## src/cdq_pkg.sv

```systemverilog
package cdq_pkg;
    // Command opcodes and index of the last command block byte
    localparam logic [7:0] OP_CAP = 8'h25;
    localparam logic [7:0] OP_DEF = 8'h37;
    localparam logic [3:0] CDB_LAST = 4'h9;
    // Byte positions inside the command block
    localparam int B_OP = 0;
    localparam int B_REL = 1;
    localparam int B_LBA = 2;
    localparam int B_PMI = 8;
    localparam int B_SEL = 2;
    localparam int B_ALLOC = 7;
    // Bit positions inside those bytes
    localparam int REL_BIT = 0;
    localparam int PMI_BIT = 0;
    localparam int P_BIT = 4;
    localparam int G_BIT = 3;
    localparam int FMT_MSB = 2;
    // Reply sizes in bytes
    localparam logic [15:0] CAP_BYTES = 16'h0008;
    localparam logic [15:0] HDR_BYTES = 16'h0004;
    // Descriptor formats and size shifts (4 or 8 bytes)
    localparam logic [2:0] FMT_BLOCK = 3'h0;
    localparam logic [1:0] SH_SHORT = 2'h2;
    localparam logic [1:0] SH_LONG = 2'h3;
    // Sense keys and additional sense codes
    localparam logic [3:0] SK_NONE = 4'h0;
    localparam logic [3:0] SK_RECOV = 4'h1;
    localparam logic [3:0] SK_MEDIUM = 4'h3;
    localparam logic [3:0] SK_ILLEGAL = 4'h5;
    localparam logic [7:0] ASC_OK = 8'h00;
    localparam logic [7:0] ASC_DL_NF = 8'h1c;
    localparam logic [7:0] ASC_INV_OP = 8'h20;
    localparam logic [7:0] ASC_INV_FIELD = 8'h24;
    // Register byte addresses
    localparam logic [7:0] A_LAST = 8'h00;
    localparam logic [7:0] A_BLEN = 8'h04;
    localparam logic [7:0] A_DLY = 8'h08;
    localparam logic [7:0] A_DCFG = 8'h0c;
    localparam logic [7:0] A_DCNT = 8'h10;
    localparam logic [7:0] A_ISTS = 8'h14;
    localparam logic [7:0] A_IMSK = 8'h18;
    localparam logic [7:0] A_SENSE = 8'h1c;
    // Defect configuration and count fields
    localparam int CFG_PAV = 0;
    localparam int CFG_GAV = 1;
    localparam int CFG_FAULT = 2;
    localparam int CFG_MASK_LSB = 8;
    localparam int CFG_DEF_LSB = 16;
    localparam int CNT_P_LSB = 0;
    localparam int CNT_G_LSB = 16;
    localparam int CNT_W = 12;
    // Interrupt status bits
    localparam int IRQ_DONE = 0;
    localparam int IRQ_CHECK = 1;
    // Command sequencer states
    typedef enum logic [2:0] {ST_IDLE, ST_DEC, ST_PREP, ST_WAIT, ST_TAKE, ST_PUSH, ST_STAT} cdq_state_t;
endpackage : cdq_pkg

```

## src/cdq_query.sv

```systemverilog
// Behaviour
// - Capacity query, flag clear, nonzero address: check, illegal request, invalid field.
// - Flag clear: report last block address and its length in bytes.
// - Flag set: report block before a long delay, never below given address.
// - Capacity reply is eight bytes, address then length, most significant first.
// - Primary list only if asked, grown only if asked; neither gives header only.
// - Both asked: both lists returned, order and merging left to us.
// - No defect data: check, medium error or no sense, list not found.
// - Unsupported requested format: send the list in the default format.
// - Format differs: finish the data, then check with recovered error.
// - Reply opens with four-byte header: indicators, format, length big-endian.
// - Header indicators match lists really sent; format names returned format.
// - Length is descriptor count times four or eight, header excluded.
// - Truncation by allocation length keeps full length and raises no check.
// - Index-format lists are complete; other formats may omit areas.
// - Descriptors are unsorted; count is length over descriptor size.
//
// Implementation choices: the placing of the registers and the Wishbone interface to the registers.
module cdq_query (
    // Clock and reset
    input logic clk,
    input logic rst,
    // Wishbone slave
    input logic wb_cyc_i,
    input logic wb_stb_i,
    input logic wb_we_i,
    input logic [7:0] wb_adr_i,
    input logic [3:0] wb_sel_i,
    input logic [31:0] wb_dat_i,
    output logic wb_ack_o,
    output logic [31:0] wb_dat_o,
    // Command block bytes
    input logic cdb_valid,
    input logic [7:0] cdb_byte,
    output logic cdb_ready,
    // DATA IN byte stream
    output logic din_valid,
    output logic [7:0] din_data,
    input logic din_ready,
    // Completion status
    output logic stat_valid,
    output logic stat_check,
    output logic [3:0] stat_key,
    output logic [7:0] stat_asc,
    // Defect list store
    output logic dl_grown,
    output logic [15:0] dl_addr,
    input logic [7:0] dl_data,
    // Interrupt
    output logic irq
);

    typedef struct packed {
        cdq_pkg::cdq_state_t st;
        logic [3:0] ncdb;
        logic [9:0][7:0] cdb;
        logic is_cap;
        logic [63:0] rep;
        logic [15:0] hdr_n;
        logic [15:0] idx;
        logic [15:0] n;
        logic [15:0] plen;
        logic chk;
        logic [3:0] key;
        logic [7:0] asc;
        logic cdb_rdy;
        logic dv;
        logic [7:0] dout;
        logic dgr;
        logic [15:0] daddr;
        logic sv;
        logic [31:0] last_lba;
        logic [31:0] blen;
        logic [31:0] dly_lba;
        logic [31:0] dcfg;
        logic [31:0] dcnt;
        logic [1:0] ists;
        logic [1:0] imsk;
        logic irq;
        logic ack;
        logic [31:0] rdat;
    } cdq_regs_t;

    cdq_regs_t s_q;
    cdq_regs_t d;

    logic hit;
    logic [1:0] clr;
    logic [1:0] ev;
    logic [7:0] op;
    logic [31:0] c_lba;
    logic c_rel;
    logic c_pmi;
    logic c_preq;
    logic c_greq;
    logic [2:0] c_fmt;
    logic [15:0] c_alloc;
    logic [7:0] fmask;
    logic [2:0] deffmt;
    logic [2:0] ret;
    logic pin;
    logic gin;
    logic [1:0] shl;
    logic [15:0] pbytes;
    logic [15:0] gbytes;
    logic [15:0] dlen;
    logic [16:0] tot;
    logic [15:0] nsend;
    logic [31:0] cap_lba;
    logic [15:0] off;
    logic [63:0] rep_sh;

    // Byte-lane merge for register writes
    function automatic logic [31:0] wmerge(input logic [31:0] old, input logic [31:0] nw, input logic [3:0] sel);
        logic [31:0] r;
        r = old;
        for (int i = 0; i < 4; i++) begin
            if (sel[i]) begin
                r[i*8 +: 8] = nw[i*8 +: 8];
            end
        end
        return r;
    endfunction : wmerge

    // Command block fields
    assign op = s_q.cdb[cdq_pkg::B_OP];
    assign c_lba = {s_q.cdb[cdq_pkg::B_LBA], s_q.cdb[cdq_pkg::B_LBA+1],
                    s_q.cdb[cdq_pkg::B_LBA+2], s_q.cdb[cdq_pkg::B_LBA+3]};
    assign c_rel = s_q.cdb[cdq_pkg::B_REL][cdq_pkg::REL_BIT];
    assign c_pmi = s_q.cdb[cdq_pkg::B_PMI][cdq_pkg::PMI_BIT];
    assign c_preq = s_q.cdb[cdq_pkg::B_SEL][cdq_pkg::P_BIT];
    assign c_greq = s_q.cdb[cdq_pkg::B_SEL][cdq_pkg::G_BIT];
    assign c_fmt = s_q.cdb[cdq_pkg::B_SEL][cdq_pkg::FMT_MSB:0];
    assign c_alloc = {s_q.cdb[cdq_pkg::B_ALLOC], s_q.cdb[cdq_pkg::B_ALLOC+1]};

    // Defect reply sizing; primary first, grown after, never merged
    assign fmask = s_q.dcfg[cdq_pkg::CFG_MASK_LSB +: 8];
    assign deffmt = s_q.dcfg[cdq_pkg::CFG_DEF_LSB +: 3];
    assign ret = fmask[c_fmt] ? c_fmt : deffmt;
    assign pin = c_preq & s_q.dcfg[cdq_pkg::CFG_PAV];
    assign gin = c_greq & s_q.dcfg[cdq_pkg::CFG_GAV];
    assign shl = (ret == cdq_pkg::FMT_BLOCK) ? cdq_pkg::SH_SHORT : cdq_pkg::SH_LONG;
    assign pbytes = pin ? 16'(s_q.dcnt[cdq_pkg::CNT_P_LSB +: cdq_pkg::CNT_W]) << shl : 16'h0000;
    assign gbytes = gin ? 16'(s_q.dcnt[cdq_pkg::CNT_G_LSB +: cdq_pkg::CNT_W]) << shl : 16'h0000;
    assign dlen = pbytes + gbytes;
    assign tot = 17'(dlen) + 17'(cdq_pkg::HDR_BYTES);
    // Only the byte count shrinks on truncation, never the header length
    assign nsend = (tot > 17'(c_alloc)) ? c_alloc : tot[15:0];

    // Capacity answer: clamp the delay point so it never falls below the asked address
    assign cap_lba = !c_pmi ? s_q.last_lba : ((s_q.dly_lba >= c_lba) ? s_q.dly_lba : c_lba);

    // Stream helpers
    assign off = s_q.idx - cdq_pkg::HDR_BYTES;
    assign rep_sh = s_q.rep << {s_q.idx[2:0], 3'h0};
    assign hit = wb_cyc_i & wb_stb_i & ~s_q.ack;

    // Next-state logic for bus, sequencer and interrupts
    always_comb begin
        d = s_q;
        d.sv = 1'b0;
        d.ack = 1'b0;
        ev = 2'b00;
        clr = 2'b00;
        // Register bus: one wait state, unmapped reads return zero
        if (hit) begin
            d.ack = 1'b1;
            d.rdat = 32'h0000_0000;
            if (wb_adr_i == cdq_pkg::A_LAST) begin
                d.rdat = s_q.last_lba;
                if (wb_we_i) d.last_lba = wmerge(s_q.last_lba, wb_dat_i, wb_sel_i);
            end else if (wb_adr_i == cdq_pkg::A_BLEN) begin
                d.rdat = s_q.blen;
                if (wb_we_i) d.blen = wmerge(s_q.blen, wb_dat_i, wb_sel_i);
            end else if (wb_adr_i == cdq_pkg::A_DLY) begin
                d.rdat = s_q.dly_lba;
                if (wb_we_i) d.dly_lba = wmerge(s_q.dly_lba, wb_dat_i, wb_sel_i);
            end else if (wb_adr_i == cdq_pkg::A_DCFG) begin
                d.rdat = s_q.dcfg;
                if (wb_we_i) d.dcfg = wmerge(s_q.dcfg, wb_dat_i, wb_sel_i);
            end else if (wb_adr_i == cdq_pkg::A_DCNT) begin
                d.rdat = s_q.dcnt;
                if (wb_we_i) d.dcnt = wmerge(s_q.dcnt, wb_dat_i, wb_sel_i);
            end else if (wb_adr_i == cdq_pkg::A_ISTS) begin
                d.rdat = {30'h0000_0000, s_q.ists};
                if (wb_we_i && wb_sel_i[0]) clr = wb_dat_i[1:0];
            end else if (wb_adr_i == cdq_pkg::A_IMSK) begin
                d.rdat = {30'h0000_0000, s_q.imsk};
                if (wb_we_i && wb_sel_i[0]) d.imsk = wb_dat_i[1:0];
            end else if (wb_adr_i == cdq_pkg::A_SENSE) begin
                d.rdat = {15'h0000, s_q.st != cdq_pkg::ST_IDLE, s_q.asc, 4'h0, s_q.key};
            end
        end
        // Command sequencer
        case (s_q.st)
            cdq_pkg::ST_IDLE: begin
                d.cdb_rdy = 1'b1;
                if (cdb_valid && s_q.cdb_rdy) begin
                    d.cdb[s_q.ncdb] = cdb_byte;
                    if (s_q.ncdb == cdq_pkg::CDB_LAST) begin
                        d.ncdb = 4'h0;
                        d.cdb_rdy = 1'b0;
                        d.st = cdq_pkg::ST_DEC;
                    end else begin
                        d.ncdb = s_q.ncdb + 4'h1;
                    end
                end
            end
            cdq_pkg::ST_DEC: begin
                d.idx = 16'h0000;
                d.n = 16'h0000;
                d.rep = 64'h0000_0000_0000_0000;
                d.plen = 16'h0000;
                d.chk = 1'b0;
                d.key = cdq_pkg::SK_NONE;
                d.asc = cdq_pkg::ASC_OK;
                d.st = cdq_pkg::ST_PREP;
                if (op == cdq_pkg::OP_CAP) begin
                    d.is_cap = 1'b1;
                    d.hdr_n = cdq_pkg::CAP_BYTES;
                    // Relative addressing needs a linked command, which this block lacks
                    if (c_rel || (!c_pmi && c_lba != 32'h0000_0000)) begin
                        d.chk = 1'b1;
                        d.key = cdq_pkg::SK_ILLEGAL;
                        d.asc = cdq_pkg::ASC_INV_FIELD;
                    end else begin
                        d.rep = {cap_lba, s_q.blen};
                        d.n = cdq_pkg::CAP_BYTES;
                    end
                end else if (op == cdq_pkg::OP_DEF) begin
                    d.is_cap = 1'b0;
                    d.hdr_n = cdq_pkg::HDR_BYTES;
                    if (s_q.dcfg[cdq_pkg::CFG_FAULT]) begin
                        d.chk = 1'b1;
                        d.key = cdq_pkg::SK_MEDIUM;
                        d.asc = cdq_pkg::ASC_DL_NF;
                    end else if (!s_q.dcfg[cdq_pkg::CFG_PAV] && !s_q.dcfg[cdq_pkg::CFG_GAV]) begin
                        d.chk = 1'b1;
                        d.key = cdq_pkg::SK_NONE;
                        d.asc = cdq_pkg::ASC_DL_NF;
                    end else begin
                        d.rep = {8'h00, 3'h0, pin, gin, ret, dlen, 32'h0000_0000};
                        d.plen = pbytes;
                        d.n = nsend;
                        if (ret != c_fmt) begin
                            d.chk = 1'b1;
                            d.key = cdq_pkg::SK_RECOV;
                            d.asc = cdq_pkg::ASC_DL_NF;
                        end
                    end
                end else begin
                    d.chk = 1'b1;
                    d.key = cdq_pkg::SK_ILLEGAL;
                    d.asc = cdq_pkg::ASC_INV_OP;
                end
            end
            cdq_pkg::ST_PREP: begin
                // Status only after all bytes went out, so a recovered error follows the data
                if (s_q.idx == s_q.n) begin
                    d.st = cdq_pkg::ST_STAT;
                end else if (s_q.idx < s_q.hdr_n) begin
                    d.dout = rep_sh[63:56];
                    d.dv = 1'b1;
                    d.st = cdq_pkg::ST_PUSH;
                end else begin
                    // Descriptors go out in store order; no sorting is attempted
                    d.dgr = off >= s_q.plen;
                    d.daddr = (off >= s_q.plen) ? off - s_q.plen : off;
                    d.st = cdq_pkg::ST_WAIT;
                end
            end
            cdq_pkg::ST_WAIT: begin
                // One spare cycle lets a registered store answer
                d.st = cdq_pkg::ST_TAKE;
            end
            cdq_pkg::ST_TAKE: begin
                d.dout = dl_data;
                d.dv = 1'b1;
                d.st = cdq_pkg::ST_PUSH;
            end
            cdq_pkg::ST_PUSH: begin
                if (din_ready) begin
                    d.dv = 1'b0;
                    d.idx = s_q.idx + 16'h0001;
                    d.st = cdq_pkg::ST_PREP;
                end
            end
            cdq_pkg::ST_STAT: begin
                d.sv = 1'b1;
                ev[cdq_pkg::IRQ_CHECK] = s_q.chk;
                ev[cdq_pkg::IRQ_DONE] = ~s_q.chk;
                d.st = cdq_pkg::ST_IDLE;
            end
            default: begin
                d.st = cdq_pkg::ST_IDLE;
            end
        endcase
        // A completion landing with a clear keeps its bit
        d.ists = (s_q.ists & ~clr) | ev;
        d.irq = |(d.ists & d.imsk);
    end

    // State register
    always_ff @(posedge clk or posedge rst) begin
        if (rst) begin
            s_q <= '0;
        end else begin
            s_q <= d;
        end
    end

    // Outputs straight from state
    assign wb_ack_o = s_q.ack;
    assign wb_dat_o = s_q.rdat;
    assign cdb_ready = s_q.cdb_rdy;
    assign din_valid = s_q.dv;
    assign din_data = s_q.dout;
    assign stat_valid = s_q.sv;
    assign stat_check = s_q.chk;
    assign stat_key = s_q.key;
    assign stat_asc = s_q.asc;
    assign dl_grown = s_q.dgr;
    assign dl_addr = s_q.daddr;
    assign irq = s_q.irq;

    logic in_dec;
    assign in_dec = s_q.st == cdq_pkg::ST_DEC;
endmodule : cdq_query

```

## config.mk

```make
export PLATFORM = sky130hd
export DESIGN_NAME = cdq_query
export DESIGN_NICKNAME = d
export VERILOG_FILES = /design/src/cdq_pkg.sv /design/src/cdq_query.sv
export SDC_FILE = /design/constraint.sdc
export NUM_CORES = 1
export LEC_CHECK = 0
export BUFFER_PORTS_ARGS = -buffer_cell sky130_fd_sc_hd__buf_2
export CORE_AREA = 2 2 221 223
export DETAILED_ROUTE_END_ITERATION = 10
export DIE_AREA = 0 0 223 225
export GPL_ROUTABILITY_DRIVEN = 0
export PLACE_DENSITY = 0.69
export SETUP_SLACK_MARGIN = 0.5
export SLEW_MARGIN = 20
export SYNTH_ARGS = -nofsm -noshare
export SYNTH_HDL_FRONTEND = slang
export SYNTH_SLANG_ARGS = --single-unit
```

## constraint.sdc

```tcl
create_clock -name clk -period 12.8 [get_ports clk]
set_clock_uncertainty 0.2 [all_clocks]
set_input_delay 0.64 -clock clk [delete_from_list [all_inputs] [get_ports clk]]
set_output_delay 0.64 -clock clk [all_outputs]
set_load 0.02 [all_outputs]
```

======== Word level (Yosys, flattened, before mapping) ========
Index checks and enable logic that the tools add are counted.
storage, ports and cells
  memory bits (read-only) ................. 0
  bits in latches ......................... 0
  memories ................................ 0
  bits in writable memories ............... 0
  bits of input ports ..................... 67
  output and inout bits ................... 75
  register bits ........................... 454
cells by class
  mux-type cells .......................... 75
  $lt $le $gt $ge ......................... 7
  div/mod/pow operators ................... 0
  shift-type cells ........................ 3
  $mul .................................... 0
  equality and inequality tests ........... 23
  add/subtract/negate cells ............... 6
  reduce and logical (&&, ||, !) cells .... 46
  bitwise logic cells ..................... 16
operators with widths
  operator            number
  $mux 32             10
  $mux 16             7
  $mux 53             2
  $mux 87             1
  $bwmux 80           1
  $mux 80             1
  $mux 13             6
  $mux 69             1
  $mux 17             4
  $mux 64             1
  $shl 64x6->64       1
  $mux 2              18
  $mux 33             1
  $demux 8 s4         1
  $eq 8x5->1 const B  4
  $ge 32x32->1        1
  $pmux 16 s2         1
  $reduce_and 8->1    4
  $reduce_bool 32->1  1
  $shl 12x2->16       2
  $reduce_and 7->1    4
  $mux 26             1
  $reduce_and 6->1    4
  $reduce_and 4->1    5
  47 further kinds    94

======== Logic depth before layout (Yosys ltp) ========
  depth after elaboration ................. 15
  mapped depth ............................ 28

======== Worst setup path before layout ========
OpenSTA, ideal clock, no wires.
  path kind ............................... reg-to-reg
  start point ............................. register s_q, in the netlist c_fmt[0]
  end point ............................... register s_q[258] in the netlist's numbering
  arrival time ............................ 6.636 ns
  stages on the path, launching flop included .. 28
  required time ........................... 12.466 ns
  library setup time ...................... 0.134 ns
  clock period less this slack ............ 6.970 ns
  slack ................................... 5.830 ns
  cell sequence ........................... dfrtp_1 buf_2 mux4_2 mux2i_2 a21oi_1 nor2_2 buf_4 buf_4 mux2i_1 nor2_1 fa_1 a211oi_2 o211ai_1 and3_1 nor4_4 nand3_2 and4b_1 xnor2_1 inv_1 ha_1 nand3_1 or3_1 o311ai_0 nand2_1 o41ai_2 buf_6 mux2i_1 o211ai_2
on the way
  word-level cells in the longest chain between the ends .. 15
  elaborated cells between the ends (all ways) .. 21
  those cells by class .................... 2 x add/sub; 1 x order compare; 2 x shift; 12 x mux; 4 x reduce/logical
ends and longest elaborated chain
  item                              RTL line                            text
  start: declaration                cdq_query.sv:84                     cdq_regs_t s_q;
  start signal: assignment          cdq_query.sv:306                    s_q <= '0;
  start signal: assignment          cdq_query.sv:308                    s_q <= d;
  $bmux 1 s3                        cdq_query.sv:139                    assign ret = fmask[c_fmt] ? c_fmt : deffmt;
  $mux 1 (not written as such)      cdq_query.sv:139
  $mux 3                            cdq_query.sv:139
  $logic_not 3->1                   cdq_query.sv:142                    assign shl = (ret == cdq_pkg::FMT_BLOCK) ? cdq_pkg::SH_SHORT : cdq_pkg::SH_LONG;
  $mux 1                            cdq_query.sv:142
  $shl 12x2->16 (on tied branches)  cdq_query.sv:143, cdq_query.sv:144
  $mux 16 (on tied branches)        cdq_query.sv:143, cdq_query.sv:144
  $add 16x16->16                    cdq_query.sv:145                    assign dlen = pbytes + gbytes;
  $add 16x3->17                     cdq_query.sv:146                    assign tot = 17'(dlen) + 17'(cdq_pkg::HDR_BYTES);
  $gt 17x16->1                      cdq_query.sv:148                    assign nsend = (tot > 17'(c_alloc)) ? c_alloc : tot[15:0];
  $mux 16                           cdq_query.sv:148
  $mux 32                           cdq_query.sv:237                    end else if (!s_q.dcfg[cdq_pkg::CFG_PAV] && !s_q.dcfg[cdq_pkg::CFG_GAV]) begin
  $mux 32                           cdq_query.sv:233                    if (s_q.dcfg[cdq_pkg::CFG_FAULT]) begin
  $mux 32                           cdq_query.sv:230                    end else if (op == cdq_pkg::OP_DEF) begin
  $mux 16 (*)                       cdq_query.sv:218                    if (op == cdq_pkg::OP_CAP) begin
Every way passes the cells marked *; elsewhere a longest branch is shown, timed or not. The select of a mux whose other input is x is not followed.
A chain may end at the register's enable or synchronous reset.

======== Worst setup path in the final report ========
  start point ............................. register s_q, in the netlist c_fmt[0]
  end point ............................... register s_q[269] in the netlist's numbering
on the way
  word-level cells in the longest chain between the ends .. 15
  elaborated cells between the ends (all ways) .. 17
  those cells by class .................... 2 x add/sub; 1 x order compare; 2 x shift; 11 x mux; 1 x reduce/logical
ends and longest elaborated chain
  item                              RTL line
  $bmux 1 s3                        cdq_query.sv:139
  $mux 1 (not written as such)      cdq_query.sv:139
  $mux 3 (*)                        cdq_query.sv:139
  $logic_not 3->1 (*)               cdq_query.sv:142
  $mux 1 (*)                        cdq_query.sv:142
  $shl 12x2->16 (on tied branches)  cdq_query.sv:143, cdq_query.sv:144
  $mux 16 (on tied branches)        cdq_query.sv:143, cdq_query.sv:144
  $add 16x16->16 (*)                cdq_query.sv:145
  $add 16x3->17 (*)                 cdq_query.sv:146
  $gt 17x16->1                      cdq_query.sv:148
  $mux 16 (*)                       cdq_query.sv:148
  $mux 32 (*)                       cdq_query.sv:237
  $mux 32 (*)                       cdq_query.sv:233
  $mux 32 (*)                       cdq_query.sv:230
  $mux 16 (*)                       cdq_query.sv:218
Marked as above.

==> results_dict.tcl <==
set metrics [dict create \
    leakagePower_nw 12.1 \
    seq_area_frac_synth_pct 44.9 \
    wl_per_cell_microns 24.6 \
    fmax_ghz 0.127 \
    drt-pass1-iter-count 8 \
    placedCellCount 2761 \
    pin_count 142 \
    sequentialPowerShare_pct 43.1 \
    ys_types 93 \
    die_h_microns 225 \
    cts_hold_buf 0 \
    fin_ws_ns 4.96 \
    fp.dieArea_sq_um 50200 \
    drv_cap 0 \
    slowest_stage "mux4_2" \
    drive_above_1_share_pct 22.9 \
    dp_hpwl_mm 51.3 \
    comb_power_share_pct 22.8 \
    avgSynthCellArea_sq_um 10.5 \
    initial_core_util_pct 47.7 \
    synth_area_sq_um 22700 \
    num_vias 17700 \
    synth-seq-cells 407 \
    nFillCells 4136 \
    grt_pass1_vias 17500 \
    fin_crit_sh_pct 61.3 \
    rsz0062_at_grt "no" \
    arrival_ns 8.08 \
    tritoncts "done" \
    synth_cells 2163 \
    portBuffers 136 \
    power_frac_clock_pct 34.1 \
    final_cell_mix "dfrtp_1, nand2_1, mux2_2" \
    clk_pin_slew_ns 0.06 \
    grt.total_usage_pct 28.0 \
    yosysWarnings 0 \
    p_sw_mw 1.24 \
    slew_headroom_pct 33.5 \
    post_cts_resized 0 \
    n_antenna_cell 0 \
    ff2ff_path_depth 25 \
    finalPower_mw 3.73 \
    synthTopCellsByArea "dfrtp_1, mux2_2, ha_1" \
    postCtsSetupBuffers 0 \
    root_buffer "clkbuf_16" \
    p_per_area_nw_per_um2 150 \
    antenna_found_initial 0 \
    final_common_cell "dfrtp_1" \
    clkLatencyLatePin_ns 0.60 \
    hold_path_class "in2async" \
    tightest_slew_ns 0.989 \
    hold_ws_ns 0.0467 \
    yosys.area.top_type "dfrtp_1" \
    htreeDepth 2 \
    report.final.slew_viol_count 0 \
    cts_buffers 44 \
    wirelength_mm 69.8 \
    viasPerCell 6.22 \
    synth_top_area_share_pct 44.9 \
    crit_path_end_kind "flip-flop" \
    grt_max_degree 134 \
    die_w_microns 223 \
    drt-initial-drc-count 1953 \
    cts_max_path_buffers 3 \
    num-nets-final 2340 \
    area_growth_pct 9.63 \
    fin_cells 2840 \
    ant_nets 0 \
    status "completed" \
    cts.sinks 407 \
    synth-edff-count 0 \
    cp.required_ns 13.03 \
    path_max_fanout 24 \
    setup_viol 0 \
    fp-row-count 80 \
    finalHoldViolations 0 \
    swShare_pct 33.3 \
    peakVddDrop_mv 0.101 \
    synthFlopType "dfrtp_1" \
    internal_power_mw 2.49 \
    grt-ovfl-total 0 \
    drc 0 \
    worstSetupPathType "reg2reg" \
    grt_pass1_wl_mm 107 \
    pre_cts_slack_ns 5.15 \
    synthArstFlopShare_pct 100 \
    period_needed_ns 7.84 \
    max_stage_delay_ns 0.57 \
    start_kind "flip-flop" \
    coreArea_sq_um 47500 \
    finalSetupTns_ns 0 \
]
==> Yosys cell counts (12+ instances only) <==
cell,n
a21o_1,18
a21oi_1,86
a222oi_1,27
a22o_1,36
a22oi_1,16
buf_2,13
buf_4,70
clkbuf_1,86
dfrtp_1,407
ha_1,80
inv_1,81
mux2_2,214
mux2i_1,88
mux4_2,22
nand2_1,231
nand2b_1,12
nand3_1,49
nand4_1,29
nor2_1,115
nor2b_1,20
nor3_1,31
nor3b_1,13
nor4_1,15
o21ai_0,136
o31ai_1,16
or3_1,15
xnor2_1,40
xor2_1,25
==> sequential cells by signal, indices dropped and copies added (netlist names), 8 cells and up <==
register / cells
din_data: 8
c_alloc: 16
fmask: 8
dl_addr: 16
wb_dat_o: 32
c_lba: 28
op: 8
s_q: 271
==> area by class of cell <==
class	instances	area (sq um)	area share, %
clock inverter	12	146	0.589
clock buffer	67	1280	5.14
tap	615	769	3.10
multi-input combinational	1498	11300	45.4
inverter	82	315	1.27
timing repair buffer	159	861	3.47
sequential	407	10200	41.0
==> cells by family (layout without fill, tap and decap cells) <==
logic type / Yosys count / count (layout) / synth area share [%]
AO/OA/AOI/OAI: 435 / 435 / 13.0
XOR/XNOR: 67 / 67 / 2.66
adder cells (fa/ha/maj): 81 / 81 / 4.51
buffers and inverters: 262 / 320 / 5.60
flip-flops: 407 / 407 / 44.9
multiplexers: 325 / 325 / 16.8
other: 1 / 5 / 0.0165
AND/OR/NAND/NOR: 585 / 585 / 12.5
==> final timing paths <==
check	slack, ns	endpoint	from
min reg2reg	0.27	s_q[328]	s_q[328]
min in group clk	0.14	s_q[95]	wb_dat_i[25]
max in group asynchronous	10.21	s_q[58]	rst
max reg2reg	4.96	s_q[269]	c_fmt[0]
min	0.05	s_q[331]	rst
max	4.96	s_q[269]	c_fmt[0]
==> power groups by stage <==
stage,registers (mW),clock network (mW),logic [mW]
finish,1.61,1.27,0.848
global route,1.63,1.34,0.931
CTS,1.60,1.29,0.842
detailed placement,1.62,0,0.838
global placement,1.62,0,0.810
floorplan,1.56,0,0.674
==> metal layers <==
layer | GRT usage (%) | part of all wire [%] | up-vias
li1 | - | - | 7800
met3 | 6.62 | 9.7 | 175
met4 | 11.8 | 4.5 | 0
met2 | 43.0 | 44 | 849
met1 | 38.1 | 42 | 8833
met5 | 0 | 0 | -
==> metrics by stage <==
| step | instance area, sq um | util (%) |
|---|---|---|
| floorplan | 22700 | - |
| global placement | 23400 | 49.2 |
| detailed placement | 23400 | 49.2 |
| CTS | 24800 | 52.2 |
| global route | 24800 | 52.3 |
| finish | 24800 | 52.3 |
==> worst max-delay path, delay by kind of cell (launching register included) <==
family                     cells  cell delay (ns)
AOI/OAI and AO/OA              6             1.90
xor gates and xnor gates       1             0.16
adders and majority gates      2             0.84
muxes                          3             1.09
buffers and inverters          2             0.36
DFF                            1             0.52
and+or+nand+nor               11             2.61
(Power assumes the default switching activity.)
